$ cat src/rsfc_pkg.sv
/*
 * rsfc_pkg: constants and carrier types of the rate sample fifo control.
 * assumes a 10 MHz aclk and 32-bit AXI4-Lite register access.
 */
package rsfc_pkg;

    // ------------------------------------------------------------------
    // register indices (byte address is four times the index)
    // ------------------------------------------------------------------
    localparam logic [5:0] IDX_STATUS     = 6'h00;
    localparam logic [5:0] IDX_DATA_X     = 6'h01;
    localparam logic [5:0] IDX_DATA_Y     = 6'h02;
    localparam logic [5:0] IDX_DATA_Z     = 6'h03;
    localparam logic [5:0] IDX_FIFO_STATE = 6'h08;
    localparam logic [5:0] IDX_FIFO_CFG   = 6'h09;
    localparam logic [5:0] IDX_CTRL1      = 6'h13;

    // ------------------------------------------------------------------
    // field layout and reset values
    // ------------------------------------------------------------------
    localparam int         MODE_HI    = 7;
    localparam int         MODE_LO    = 6;
    localparam int         WMRK_HI    = 5;
    localparam int         WMRK_LO    = 0;
    localparam int         RATE_HI    = 4;
    localparam int         RATE_LO    = 2;
    localparam int         OPST_HI    = 1;
    localparam int         OPST_LO    = 0;
    localparam logic [7:0] CFG_RESET  = 8'h00;
    localparam logic [7:0] CTRL_RESET = 8'h00;
    localparam logic [5:0] DEPTH      = 6'h20;
    localparam logic [2:0] RATE_SLOW  = 3'h6;

    localparam logic [1:0] RESP_OKAY   = 2'h0;
    localparam logic [1:0] RESP_SLVERR = 2'h2;

    // ------------------------------------------------------------------
    // timing: fastest output data rate period, slower rates are doubled
    // ------------------------------------------------------------------
    localparam int CLK_PERIOD_NS  = 100;
    localparam int FAST_PERIOD_NS = 1250000;
    localparam int FAST_PERIOD_CYC = FAST_PERIOD_NS / CLK_PERIOD_NS;

    // ------------------------------------------------------------------
    // types
    // ------------------------------------------------------------------
    typedef enum logic [1:0] {
        FIFO_OFF,
        FIFO_CIRCULAR,
        FIFO_STOP
    } rsfc_fmode_e;

    typedef struct packed {
        logic [15:0] x;
        logic [15:0] y;
        logic [15:0] z;
    } rsfc_sample_s;

    typedef struct packed {
        logic       overflow;
        logic       watermark;
        logic [5:0] count;
    } rsfc_status_s;

endpackage : rsfc_pkg

$ cat src/rsfc_fifo.sv
/*
 * rsfc_fifo: three-axis sample fifo with status, setup, control and data
 * registers on an AXI4-Lite slave.
 * assumes samples on sample_axes are valid whenever the timer ticks and
 * that software changes the setup only in standby.
 */
`timescale 1ns/100ps
`default_nettype none
// Behaviour
// RULE1: status at address zero mirrors the fifo state report register.
// RULE2: entering active from standby or ready clears the fifo status.
// RULE3: overflow flag sets when count is 32 and another sample arrives.
// RULE4: overflow flag clears once the count drops below 32.
// RULE5: watermark flag sets while count is at or above the watermark.
// RULE6: watermark flag clears when count falls below the watermark.
// RULE7: count of stored samples reads in bits 5 to 0, zero empty.
// RULE8: samples are written at the rate selected in control register one.
// RULE9: host changes the fifo setup only while in standby.
// RULE10: mode field 00 disables, 01 circular, 1x stop.
// RULE11: circular mode at 32 samples drops the oldest for the newest.
// RULE12: stop mode refuses samples once 32 are stored.
// RULE13: host disables the fifo before switching circular and stop.
// RULE14: disabling empties the fifo and zeroes the count.
// RULE15: disabling clears the watermark flag.
// RULE16: watermark level zero never raises the watermark flag.
// RULE17: reaching the watermark does not block further samples.
// RULE18: watermark level resets to zero.
// RULE19: fifo event output is overflow or watermark flag.
// RULE20: reading the last axis pops the oldest sample, count minus one.
module rsfc_fifo #(
    parameter int FAST_PERIOD_CYC = rsfc_pkg::FAST_PERIOD_CYC
) (
    // clock and reset
    input  wire logic                   aclk,
    input  wire logic                   aresetn,
    // write address channel
    input  wire logic [7:0]             s_axi_awaddr,
    input  wire logic                   s_axi_awvalid,
    output var  logic                   s_axi_awready,
    // write data channel
    input  wire logic [31:0]            s_axi_wdata,
    input  wire logic [3:0]             s_axi_wstrb,
    input  wire logic                   s_axi_wvalid,
    output var  logic                   s_axi_wready,
    // write response channel
    output var  logic [1:0]             s_axi_bresp,
    output var  logic                   s_axi_bvalid,
    input  wire logic                   s_axi_bready,
    // read address channel
    input  wire logic [7:0]             s_axi_araddr,
    input  wire logic                   s_axi_arvalid,
    output var  logic                   s_axi_arready,
    // read data channel
    output var  logic [31:0]            s_axi_rdata,
    output var  logic [1:0]             s_axi_rresp,
    output var  logic                   s_axi_rvalid,
    input  wire logic                   s_axi_rready,
    // sample source and event
    input  wire rsfc_pkg::rsfc_sample_s sample_axes,
    output var  logic                   fifo_event
);

    // ------------------------------------------------------------------
    // address decode
    // ------------------------------------------------------------------
    function automatic logic [5:0] word_index(input logic [7:0] a);
        return a[7:2];
    endfunction : word_index

    function automatic logic is_mapped(input logic [5:0] i);
        return (i == rsfc_pkg::IDX_STATUS) || (i == rsfc_pkg::IDX_DATA_X)
            || (i == rsfc_pkg::IDX_DATA_Y) || (i == rsfc_pkg::IDX_DATA_Z)
            || (i == rsfc_pkg::IDX_FIFO_STATE)
            || (i == rsfc_pkg::IDX_FIFO_CFG) || (i == rsfc_pkg::IDX_CTRL1);
    endfunction : is_mapped

    // ------------------------------------------------------------------
    // state
    // ------------------------------------------------------------------
    logic [7:0]             fifo_configuration;
    logic [7:0]             first_control_register;
    rsfc_pkg::rsfc_status_s status;
    rsfc_pkg::rsfc_sample_s store [32];
    logic [4:0]             wr_ptr;
    logic [4:0]             rd_ptr;
    logic [19:0]            rate_timer;
    logic [7:0]             aw_addr;
    logic                   aw_got;
    logic [7:0]             w_data;
    logic                   w_strb0;
    logic                   w_got;

    // ------------------------------------------------------------------
    // configuration decode
    // ------------------------------------------------------------------
    rsfc_pkg::rsfc_fmode_e fmode;
    wire [1:0] mode_bits  = fifo_configuration[rsfc_pkg::MODE_HI:
                                               rsfc_pkg::MODE_LO];
    wire [5:0] watermark_level = fifo_configuration[rsfc_pkg::WMRK_HI:
                                                    rsfc_pkg::WMRK_LO];
    wire [2:0] output_rate_select = first_control_register[
                                    rsfc_pkg::RATE_HI:rsfc_pkg::RATE_LO];
    wire [1:0] op_state   = first_control_register[rsfc_pkg::OPST_HI:
                                                   rsfc_pkg::OPST_LO];
    wire       dev_active = op_state[1];

    assign fmode = (mode_bits == 2'b00) ? rsfc_pkg::FIFO_OFF      // RULE10
                 : (mode_bits == 2'b01) ? rsfc_pkg::FIFO_CIRCULAR
                 :                        rsfc_pkg::FIFO_STOP;
    wire fifo_on = (fmode != rsfc_pkg::FIFO_OFF);
    wire circ    = (fmode == rsfc_pkg::FIFO_CIRCULAR);

    // ------------------------------------------------------------------
    // output data rate timer
    // ------------------------------------------------------------------
    // codes above the slowest rate repeat the slowest rate
    wire [2:0]  rate_shift = (output_rate_select > rsfc_pkg::RATE_SLOW)
                           ? rsfc_pkg::RATE_SLOW : output_rate_select;
    wire [19:0] rate_last  = 20'((FAST_PERIOD_CYC << rate_shift) - 1);
    wire        rate_tick  = dev_active && (rate_timer >= rate_last); // RULE8
    wire [19:0] next_rate_timer = (!dev_active || rate_tick) ? 20'h0_0000
                                : rate_timer + 20'h0_0001;

    // ------------------------------------------------------------------
    // write path of the bus
    // ------------------------------------------------------------------
    wire aw_take = s_axi_awvalid && s_axi_awready;
    wire w_take  = s_axi_wvalid && s_axi_wready;
    wire commit  = aw_got && w_got && !s_axi_bvalid;
    wire [5:0] wr_idx = word_index(aw_addr);
    wire wr_cfg  = commit && w_strb0 && (wr_idx == rsfc_pkg::IDX_FIFO_CFG);
    wire wr_ctrl = commit && w_strb0 && (wr_idx == rsfc_pkg::IDX_CTRL1);
    // standby or ready into active
    wire go_active = wr_ctrl && !dev_active && w_data[rsfc_pkg::OPST_HI];
    wire next_aw_got = commit ? 1'b0 : (aw_got || aw_take);
    wire next_w_got  = commit ? 1'b0 : (w_got || w_take);
    wire next_bvalid = commit ? 1'b1
                     : (s_axi_bvalid && s_axi_bready) ? 1'b0 : s_axi_bvalid;
    wire [1:0] next_bresp = commit ? (is_mapped(wr_idx) ? rsfc_pkg::RESP_OKAY
                                      : rsfc_pkg::RESP_SLVERR)
                          : s_axi_bresp;

    // ------------------------------------------------------------------
    // read path of the bus
    // ------------------------------------------------------------------
    wire        ar_take = s_axi_arvalid && s_axi_arready;
    wire [5:0]  rd_idx  = word_index(s_axi_araddr);
    wire [7:0]  status_byte = status;
    rsfc_pkg::rsfc_sample_s head;
    assign head = store[rd_ptr];
    wire [31:0] rd_word =
        (rd_idx == rsfc_pkg::IDX_STATUS)     ? {24'h00_0000, status_byte}
      : (rd_idx == rsfc_pkg::IDX_FIFO_STATE) ? {24'h00_0000, status_byte}
      : (rd_idx == rsfc_pkg::IDX_FIFO_CFG)   ? {24'h00_0000,
                                                fifo_configuration}
      : (rd_idx == rsfc_pkg::IDX_CTRL1)      ? {24'h00_0000,
                                                first_control_register}
      : (rd_idx == rsfc_pkg::IDX_DATA_X)     ? {16'h0000, head.x}
      : (rd_idx == rsfc_pkg::IDX_DATA_Y)     ? {16'h0000, head.y}
      : (rd_idx == rsfc_pkg::IDX_DATA_Z)     ? {16'h0000, head.z}
      :                                        32'h0000_0000;       // RULE1
    wire next_rvalid = ar_take ? 1'b1
                     : (s_axi_rvalid && s_axi_rready) ? 1'b0 : s_axi_rvalid;

    // ------------------------------------------------------------------
    // fifo bookkeeping
    // ------------------------------------------------------------------
    wire full     = (status.count == rsfc_pkg::DEPTH);
    wire pop      = ar_take && (rd_idx == rsfc_pkg::IDX_DATA_Z)
                 && (status.count != 6'h00) && fifo_on;             // RULE20
    wire push_req = rate_tick && fifo_on;
    // a pop in the same cycle makes room, so the new sample fits
    wire push_acc = push_req && (!full || pop || circ);  // RULE12 RULE17
    wire drop_old = push_req && full && !pop && circ;               // RULE11
    wire clear_all = !fifo_on || go_active;              // RULE2 RULE14

    logic [5:0] next_count;
    always_comb
    begin
        next_count = status.count;
        if (clear_all)
            next_count = 6'h00;
        else if (push_acc && !pop && !drop_old)
            next_count = status.count + 6'h01;
        else if (pop && !push_acc)
            next_count = status.count - 6'h01;                      // RULE20
    end

    wire ovf_set = push_req && full && !pop;                        // RULE3
    wire next_ovf = clear_all ? 1'b0
                  : ovf_set ? 1'b1
                  : (next_count < rsfc_pkg::DEPTH) ? 1'b0           // RULE4
                  : status.overflow;
    wire next_wmk = !clear_all && (watermark_level != 6'h00)  // RULE15 RULE16
                 && (next_count >= watermark_level);        // RULE5 RULE6

    wire [4:0] next_wr_ptr = clear_all ? 5'h00
                           : push_acc ? wr_ptr + 5'h01 : wr_ptr;
    wire [4:0] next_rd_ptr = clear_all ? 5'h00
                           : (pop || drop_old) ? rd_ptr + 5'h01 : rd_ptr;

    // ------------------------------------------------------------------
    // registers
    // ------------------------------------------------------------------
    always_ff @(posedge aclk)
    begin
        if (!aresetn)
        begin
            fifo_configuration     <= rsfc_pkg::CFG_RESET;          // RULE18
            first_control_register <= rsfc_pkg::CTRL_RESET;
        end
        else
        begin
            if (wr_cfg)
                fifo_configuration <= w_data;
            if (wr_ctrl)
                first_control_register <= w_data;
        end
    end

    always_ff @(posedge aclk)
    begin
        if (!aresetn)
        begin
            status     <= '0;
            wr_ptr     <= 5'h00;
            rd_ptr     <= 5'h00;
            rate_timer <= 20'h0_0000;
            fifo_event <= 1'b0;
        end
        else
        begin
            status.overflow  <= next_ovf;
            status.watermark <= next_wmk;
            status.count     <= next_count;                         // RULE7
            wr_ptr           <= next_wr_ptr;
            rd_ptr           <= next_rd_ptr;
            rate_timer       <= next_rate_timer;
            fifo_event       <= next_ovf || next_wmk;               // RULE19
        end
    end

    // sample storage has no reset; the count guards only the pop, data reads show the slot at rd_ptr
    genvar g;
    generate
        for (g = 0; g < 32; g++)
        begin : g_slot
            always_ff @(posedge aclk)
            begin
                if (push_acc && !clear_all && (wr_ptr == 5'(g)))
                    store[g] <= sample_axes;                        // RULE8
            end
        end
    endgenerate

    always_ff @(posedge aclk)
    begin
        if (!aresetn)
        begin
            aw_got        <= 1'b0;
            w_got         <= 1'b0;
            aw_addr       <= 8'h00;
            w_data        <= 8'h00;
            w_strb0       <= 1'b0;
            s_axi_awready <= 1'b0;
            s_axi_wready  <= 1'b0;
            s_axi_bvalid  <= 1'b0;
            s_axi_bresp   <= rsfc_pkg::RESP_OKAY;
        end
        else
        begin
            aw_got        <= next_aw_got;
            w_got         <= next_w_got;
            s_axi_awready <= !next_aw_got;
            s_axi_wready  <= !next_w_got;
            s_axi_bvalid  <= next_bvalid;
            s_axi_bresp   <= next_bresp;
            if (aw_take)
                aw_addr <= s_axi_awaddr;
            if (w_take)
            begin
                w_data  <= s_axi_wdata[7:0];
                w_strb0 <= s_axi_wstrb[0];
            end
        end
    end

    always_ff @(posedge aclk)
    begin
        if (!aresetn)
        begin
            s_axi_arready <= 1'b0;
            s_axi_rvalid  <= 1'b0;
            s_axi_rdata   <= 32'h0000_0000;
            s_axi_rresp   <= rsfc_pkg::RESP_OKAY;
        end
        else
        begin
            s_axi_arready <= !next_rvalid;
            s_axi_rvalid  <= next_rvalid;
            if (ar_take)
            begin
                s_axi_rdata <= rd_word;
                s_axi_rresp <= is_mapped(rd_idx) ? rsfc_pkg::RESP_OKAY
                                                 : rsfc_pkg::RESP_SLVERR;
            end
        end
    end

endmodule : rsfc_fifo
`default_nettype wire

$ cat config.mk
export PLATFORM = sky130hd
export DESIGN_NAME = rsfc_fifo
export DESIGN_NICKNAME = d
export VERILOG_FILES = /design/src/rsfc_pkg.sv /design/src/rsfc_fifo.sv
export SDC_FILE = /design/constraint.sdc
export NUM_CORES = 1
export LEC_CHECK = 0
export ABC_AREA = 0
export BUFFER_PORTS_ARGS = -buffer_cell sky130_fd_sc_hd__buf_2
export CORE_ASPECT_RATIO = 1.25
export CORE_MARGIN = 4
export CORE_UTILIZATION = 56
export DETAILED_ROUTE_END_ITERATION = 6
export PLACE_DENSITY = 0.84
export RECOVER_POWER = 100
export SYNTH_ARGS = -nofsm -noshare
export SYNTH_HDL_FRONTEND = slang
export SYNTH_SLANG_ARGS = --single-unit
$ cat constraint.sdc
create_clock -name aclk -period 8.6 [get_ports aclk]
set_input_delay 0.43 -clock aclk [delete_from_list [all_inputs] [get_ports aclk]]
set_output_delay 0.43 -clock aclk [all_outputs]
set_load 0.01 [all_outputs]
# Word level (Yosys, flattened, before mapping)

Memory sizes are Yosys's and may differ from the RTL's. A register that Yosys moved wholly into a read port is not among the register bits.
Cells that the tools add are included.

Flip-flop bits (word level): 115
Latch bits: 0
RAM bits: 1536
Bits in read-only memories: 0
Input bits: 107
Output and inout bits: 42
Word-level logic and storage cells: 395
Memories kept: 1

Add/subtract/negate cells: 6
Multiply operators: 0
Div/mod/pow operators: 0
$lt $le $gt $ge: 4
Equality and inequality tests: 46
Shift-type cells: 1
Muxes and demuxes: 183
Bitwise operators: 1
Reductions and logical operators: 131

Memories:

| memory | words | width | read ports | clocked after Yosys merged registers in | wr ports | line            | text |
|---|---|---|---|---|---|---|---|
| store  | 32    | 48    | 1          | 1                                       | 1        | rsfc_fifo.sv:83 | `rsfc_pkg::rsfc_sample_s store [32];` |

Operators by type and width:

| cell                  | number |
|---|---|
| $mux 48               | 31 |
| $reduce_or 48->1      | 31 |
| $mux 5                | 33 |
| $mux 16               | 7 |
| $mux 1                | 104 |
| $eq 5x5->1 const B    | 16 |
| $logic_and 1x1->1     | 59 |
| $eq 5x4->1 const B    | 8 |
| $eq 6x2->1 const B    | 4 |
| $eq 6x4->1 const B    | 4 |
| $add 20x1->20 const B | 1 |
| $eq 5x3->1 const B    | 4 |
| $ge 20x20->1          | 1 |
| $logic_or 1x1->1      | 20 |
| $shl 14x3->20 const A | 1 |
| $sub 20x2->20 const B | 1 |
| $mux 6                | 3 |
| $eq 6x1->1 const B    | 2 |
| $eq 6x5->1 const B    | 2 |
| $logic_not 6->1       | 2 |
| $reduce_bool 6->1     | 2 |
| $logic_not 1->1       | 11 |
| $add 5x1->5 const B   | 2 |
| $eq 5x2->1 const B    | 2 |
| other kinds (15)      | 21 |

# Depth between registers and ports, before layout

Depth after elaboration: 44
Depth in mapped cells: 23

# Worst setup path before layout

OpenSTA, ideal clock, no wires.

Path type: reg2reg
From: register first_control_register[3]
To: memory store[3][0] in the netlist's numbering (enable)
Library setup time: 0.573 ns
Data arrival time: 7.397 ns
Path slack: 0.631 ns
Cell stages (with the launch flop): 16
Path buffers: 1
Period minus slack after synthesis: 7.969 ns
Path through: dfxtp_1 ha_1 or2_2 inv_1 ha_1 nor2_1 nor3_1 a21oi_1 ha_1 nand4_1 a211oi_1 a2111o_1 a22o_1 clkbuf_1 nand3_1 nor4_1

Cells in the longest elaborated chain, start to end: 44
Elaborated cells on any way between the ends: 198

RTL lines:

| what                                                                   | line             | text |
|---|---|---|
| start: declaration                                                     | rsfc_fifo.sv:81  | `logic [7:0] first_control_register;` |
| start signal: assignment                                               | rsfc_fifo.sv:210 | `first_control_register <= rsfc_pkg::CTRL_RESET;` |
| start signal: assignment                                               | rsfc_fifo.sv:217 | `first_control_register <= w_data;` |
| $gt 3x3->1                                                             | rsfc_fifo.sv:117 | `wire [2:0] rate_shift = (output_rate_select > rsfc_pkg::RATE_SLOW)` |
| $mux 3 *                                                               | rsfc_fifo.sv:118 | `? rsfc_pkg::RATE_SLOW : output_rate_select;` |
| $shl 14x3->20 *                                                        | rsfc_fifo.sv:119 | `wire [19:0] rate_last = 20'((FAST_PERIOD_CYC << rate_shift) - 1);` |
| $sub 20x2->20 *                                                        | rsfc_fifo.sv:119 |  |
| $ge 20x20->1 *                                                         | rsfc_fifo.sv:120 | `wire rate_tick = dev_active && (rate_timer >= rate_last);` |
| $logic_and 1x1->1 *                                                    | rsfc_fifo.sv:120 |  |
| $logic_and 1x1->1 *                                                    | rsfc_fifo.sv:171 | `wire push_req = rate_tick && fifo_on;` |
| $logic_and 1x1->1 *                                                    | rsfc_fifo.sv:173 | `wire push_acc = push_req && (!full \|\| pop \|\| circ);` |
| $logic_and 1x1->1 *                                                    | rsfc_fifo.sv:250 | `if (push_acc && !clear_all && (wr_ptr == 5'(g)))` |
| $logic_and 1x1->1                                                      | rsfc_fifo.sv:250 |  |
| $mux 1                                                                 | rsfc_fifo.sv:250 |  |
| $mux 1 (not written as such)                                           | rsfc_fifo.sv:251 | `store[g] <= sample_axes;` |
| $reduce_or 48->1 (no source line)                                      | --               |  |
| $mux 5 (no source line) / $mux 1 (equally long branches) (31 in a row) | --               |  |
| end: declaration                                                       | rsfc_fifo.sv:83  |  |

Mark *: on every way between the ends. The rest lies on a longest branch, timed or not.

# Worst setup path in the final report

From: register first_control_register[3]
To: memory store[20][3] in the netlist's numbering (enable)

Same word-level chain as after synthesis.

==> impl_metrics.csv <==
group,metric,value,unit
pwr,p_per_area,218.3,nW/µm²
logic_synthesis,muxShareOfSynthArea,16.38,%
place,dp_hpwl,79930,µm
finish,layout_common_cells,"edfxtp_1, mux4_2, clkbuf_16",
logic_synthesis,syn_inst,2966,
global_route,gr-max-usage-layer,"met2",
cts,cts_root_buffer,"clkbuf_16",
logic_synthesis,synth.avg_cell_area,21.48,µm²
finish,area_growth_syn_to_layout,10.67,%
finish,drive_gt1_share,23.24,%
routing,drc,3,
cts,cts_tree,"built",
floorplanning,io_pins,149,
global_route,grt_pass1_wl,242300,µm
logic_synthesis,synthAdderAreaFrac,0.9231,%
routing,vias_per_cell,7.033,
timing,fin_ws,1690,ps
logic_synthesis,netlist.area_leader.share,72.40,%
floorplanning,rows,138,
global_route,antenna_found_initial,11,
global_route,grt_use_met3,7.175,%
global_route,use_met1,35.66,%
floorplanning,die_x,309.7,µm
place,dpl_cell_area,65910,µm²
critical_path,cp-startpoint,"first_control_register[3]",
floorplanning,fp.dieH,385.1,µm
logic_synthesis,yosysSeqAreaShare,75.54,%
timing,worst_pin_slew,3922,ps
timing,hold_violations,0,
logic_synthesis,synth_edf_count,1536,
timing,setup_viol,0,
logic_synthesis,synth-compound-area-share,2.555,%
timing,setup_tns,0,ps
cts,insertion_delay,810,ps
finish,multiInputGateArea,14830,µm²
floorplanning,core_area,113100,µm²
critical_path,cp_max_fo,33,
place,dp_cells,4435,
job,maxCapViolations,34,
critical_path,r2r-start,"first_control_register[3]",
logic_synthesis,synth_area_leaders,"edfxtp_1, mux4_2, dfxtp_1, ha_1, nand2_1",
cts,clock-sinks,1636,
critical_path,critPathKind,"register to register",
place,portBuffers,99,
critical_path,cp.arrival,7320,ps
logic_synthesis,synth-xor-area-share,0.3299,%
place,gp_congestion,0.8340,
finish,final_util,62.34,%
logic_synthesis,yosys.area.top_type,"edfxtp_1",
routing,routedWlPerCell,35.51,µm
timing,relSlewSlack,-161.4,%
timing,period_share,80.35,%
pwr,leakage,21.38,nW
worst_hold_path,hold_start,"s_axi_awvalid",
logic_synthesis,synth_top_family_by_area,"multiplexers",
routing,firstDrtPassIters,7,
logic_synthesis,synth.cell_area,63710,µm²
routing,antenna_left,0,
worst_hold_path,hold_class,"input port to register",
routing,dr_total_vias,33210,
logic_synthesis,ys_async_sr_fraction,0,%
pwr,power,15.39,mW
timing,rsz0062_at_grt,"false",
pwr,ir_worst_vdd,0.2076,mV
global_route,grt_max_degree,147,
finish,seq_area,48130,µm²
critical_path,r2r_slack,1690,ps
logic_synthesis,synthDistinctLibCells,64,
routing,drt_iter0_drc,5288,
finish,fin_area,70510,µm²
timing,slew_viol_final,1345,
timing,timing.fmax,144.7,MHz
place,pre_cts_ws,2960,ps
finish,final_common_cell,"edfxtp_1",
critical_path,start_kind,"register",
critical_path,required,9010,ps
logic_synthesis,ys.flop_type,"edfxtp_1",
outcome,violations,"DRC, capacitance limit, slew limit",
floorplanning,initial_core_util,56.33,%
timing,post-route-min-period,6910,ps
routing,wl,167700,µm
logic_synthesis,synth-simple-area-share,2.848,%
global_route,grtUsageMet2,47.14,%
cts,cts_buffers,145,
global_route,track_usage,28.72,%
global_route,overflow,0,
global_route,grt_pass1_vias,33880,
critical_path,critical_path.endpoint_type,"register",
cts,htree_levels,4,
cts,ctsResizeCount,0,
outcome,outcome,"complete, but fails checks",
cts,cts_max_path_buffers,3,
timing,fin_worst_skew,50.68,ps
floorplanning,dieArea,119300,µm²
finish,nets,3287,
logic_synthesis,ys_warn_count,0,
logic_synthesis,ys_ff_latch,1636,
cts,ctsHoldBuffers,21,
timing,hold_ws,35.01,ps
cts,post_cts_buffers,0,
finish,fillers,7016,
cts,clk_pin_slew,60,ps
finish,instances_no_fill,4722,
[worst paths after layout]
kind | end | depth (start not counted)
max | store[20][3] | 17
min | aw_addr[2] | 3
max reg2reg | store[20][3] | 17
min reg2reg | rate_timer[0] | 1
[synth_stat cells (30+ instances only)]
cell type	instances
dfxtp_1	100
nand3_1	36
ha_1	47
o21ai_0	42
edfxtp_1	1536
nand2_1	81
buf_4	31
buf_2	42
nor2_1	80
and3_1	30
mux4_2	448
clkbuf_1	67
[routing by layer]
| metal | wire length (µm) | share of wire [%] |
|---|---|---|
| met1 | 54930 | 33 |
| met2 | 83880 | 50 |
| met3 | 18440 | 11 |
| met4 | 10390 | 6.2 |
| met5 | 35 | 0.021 |
[registers in the layout (all words and copies together), names as in the netlist, 5 cells and up, named ones only]
signal,count
first_control_register,8
rate_timer,20
aw_addr,6
store,1536
w_data,8
fifo_configuration,8
wr_ptr,5
s_axi_rdata,16
status,8
rd_ptr,5
[layout make-up]
type | count | area share [%]
Antenna cell | 7 | 0.02484
Timing Repair Buffer | 162 | 1.340
Tap cell | 1470 | 2.609
Sequential cell | 1636 | 68.27
Inverter | 26 | 0.1420
Clock buffer | 184 | 5.519
Clock inverter | 75 | 1.065
Multi-Input combinational cell | 1162 | 21.04
[worst max-delay path, cell delays in order (launching register included)]
cell      delay, ps
dfxtp_1         410
ha_1            280
or2_2           320
inv_1           110
ha_1            230
nor2_1           80
nor3_1          130
a21oi_1          70
ha_1            330
nand4_1          90
a211oi_1        220
a2111o_1        220
a22oi_1          80
clkbuf_1        250
nor2_1          590
nand3_1         400
nor2_1         1890
buf_4           810
[power by group]
part / leakage, nW / switching, mW / internal, mW
clock network: 2.26 / 2.96 / 3.56
registers: 14.6 / 0.00583 / 8.70
logic: 4.51 / 0.137 / 0.0267
[cells by family after synthesis]
group / count (synthesis)
fa+ha+maj: 47
mux: 482
compound gates: 235
simple gates: 356
xor+xnor: 24
buf+inv: 185
flops: 1636
other cells: 1
Power figures use the tool's default switching activity.
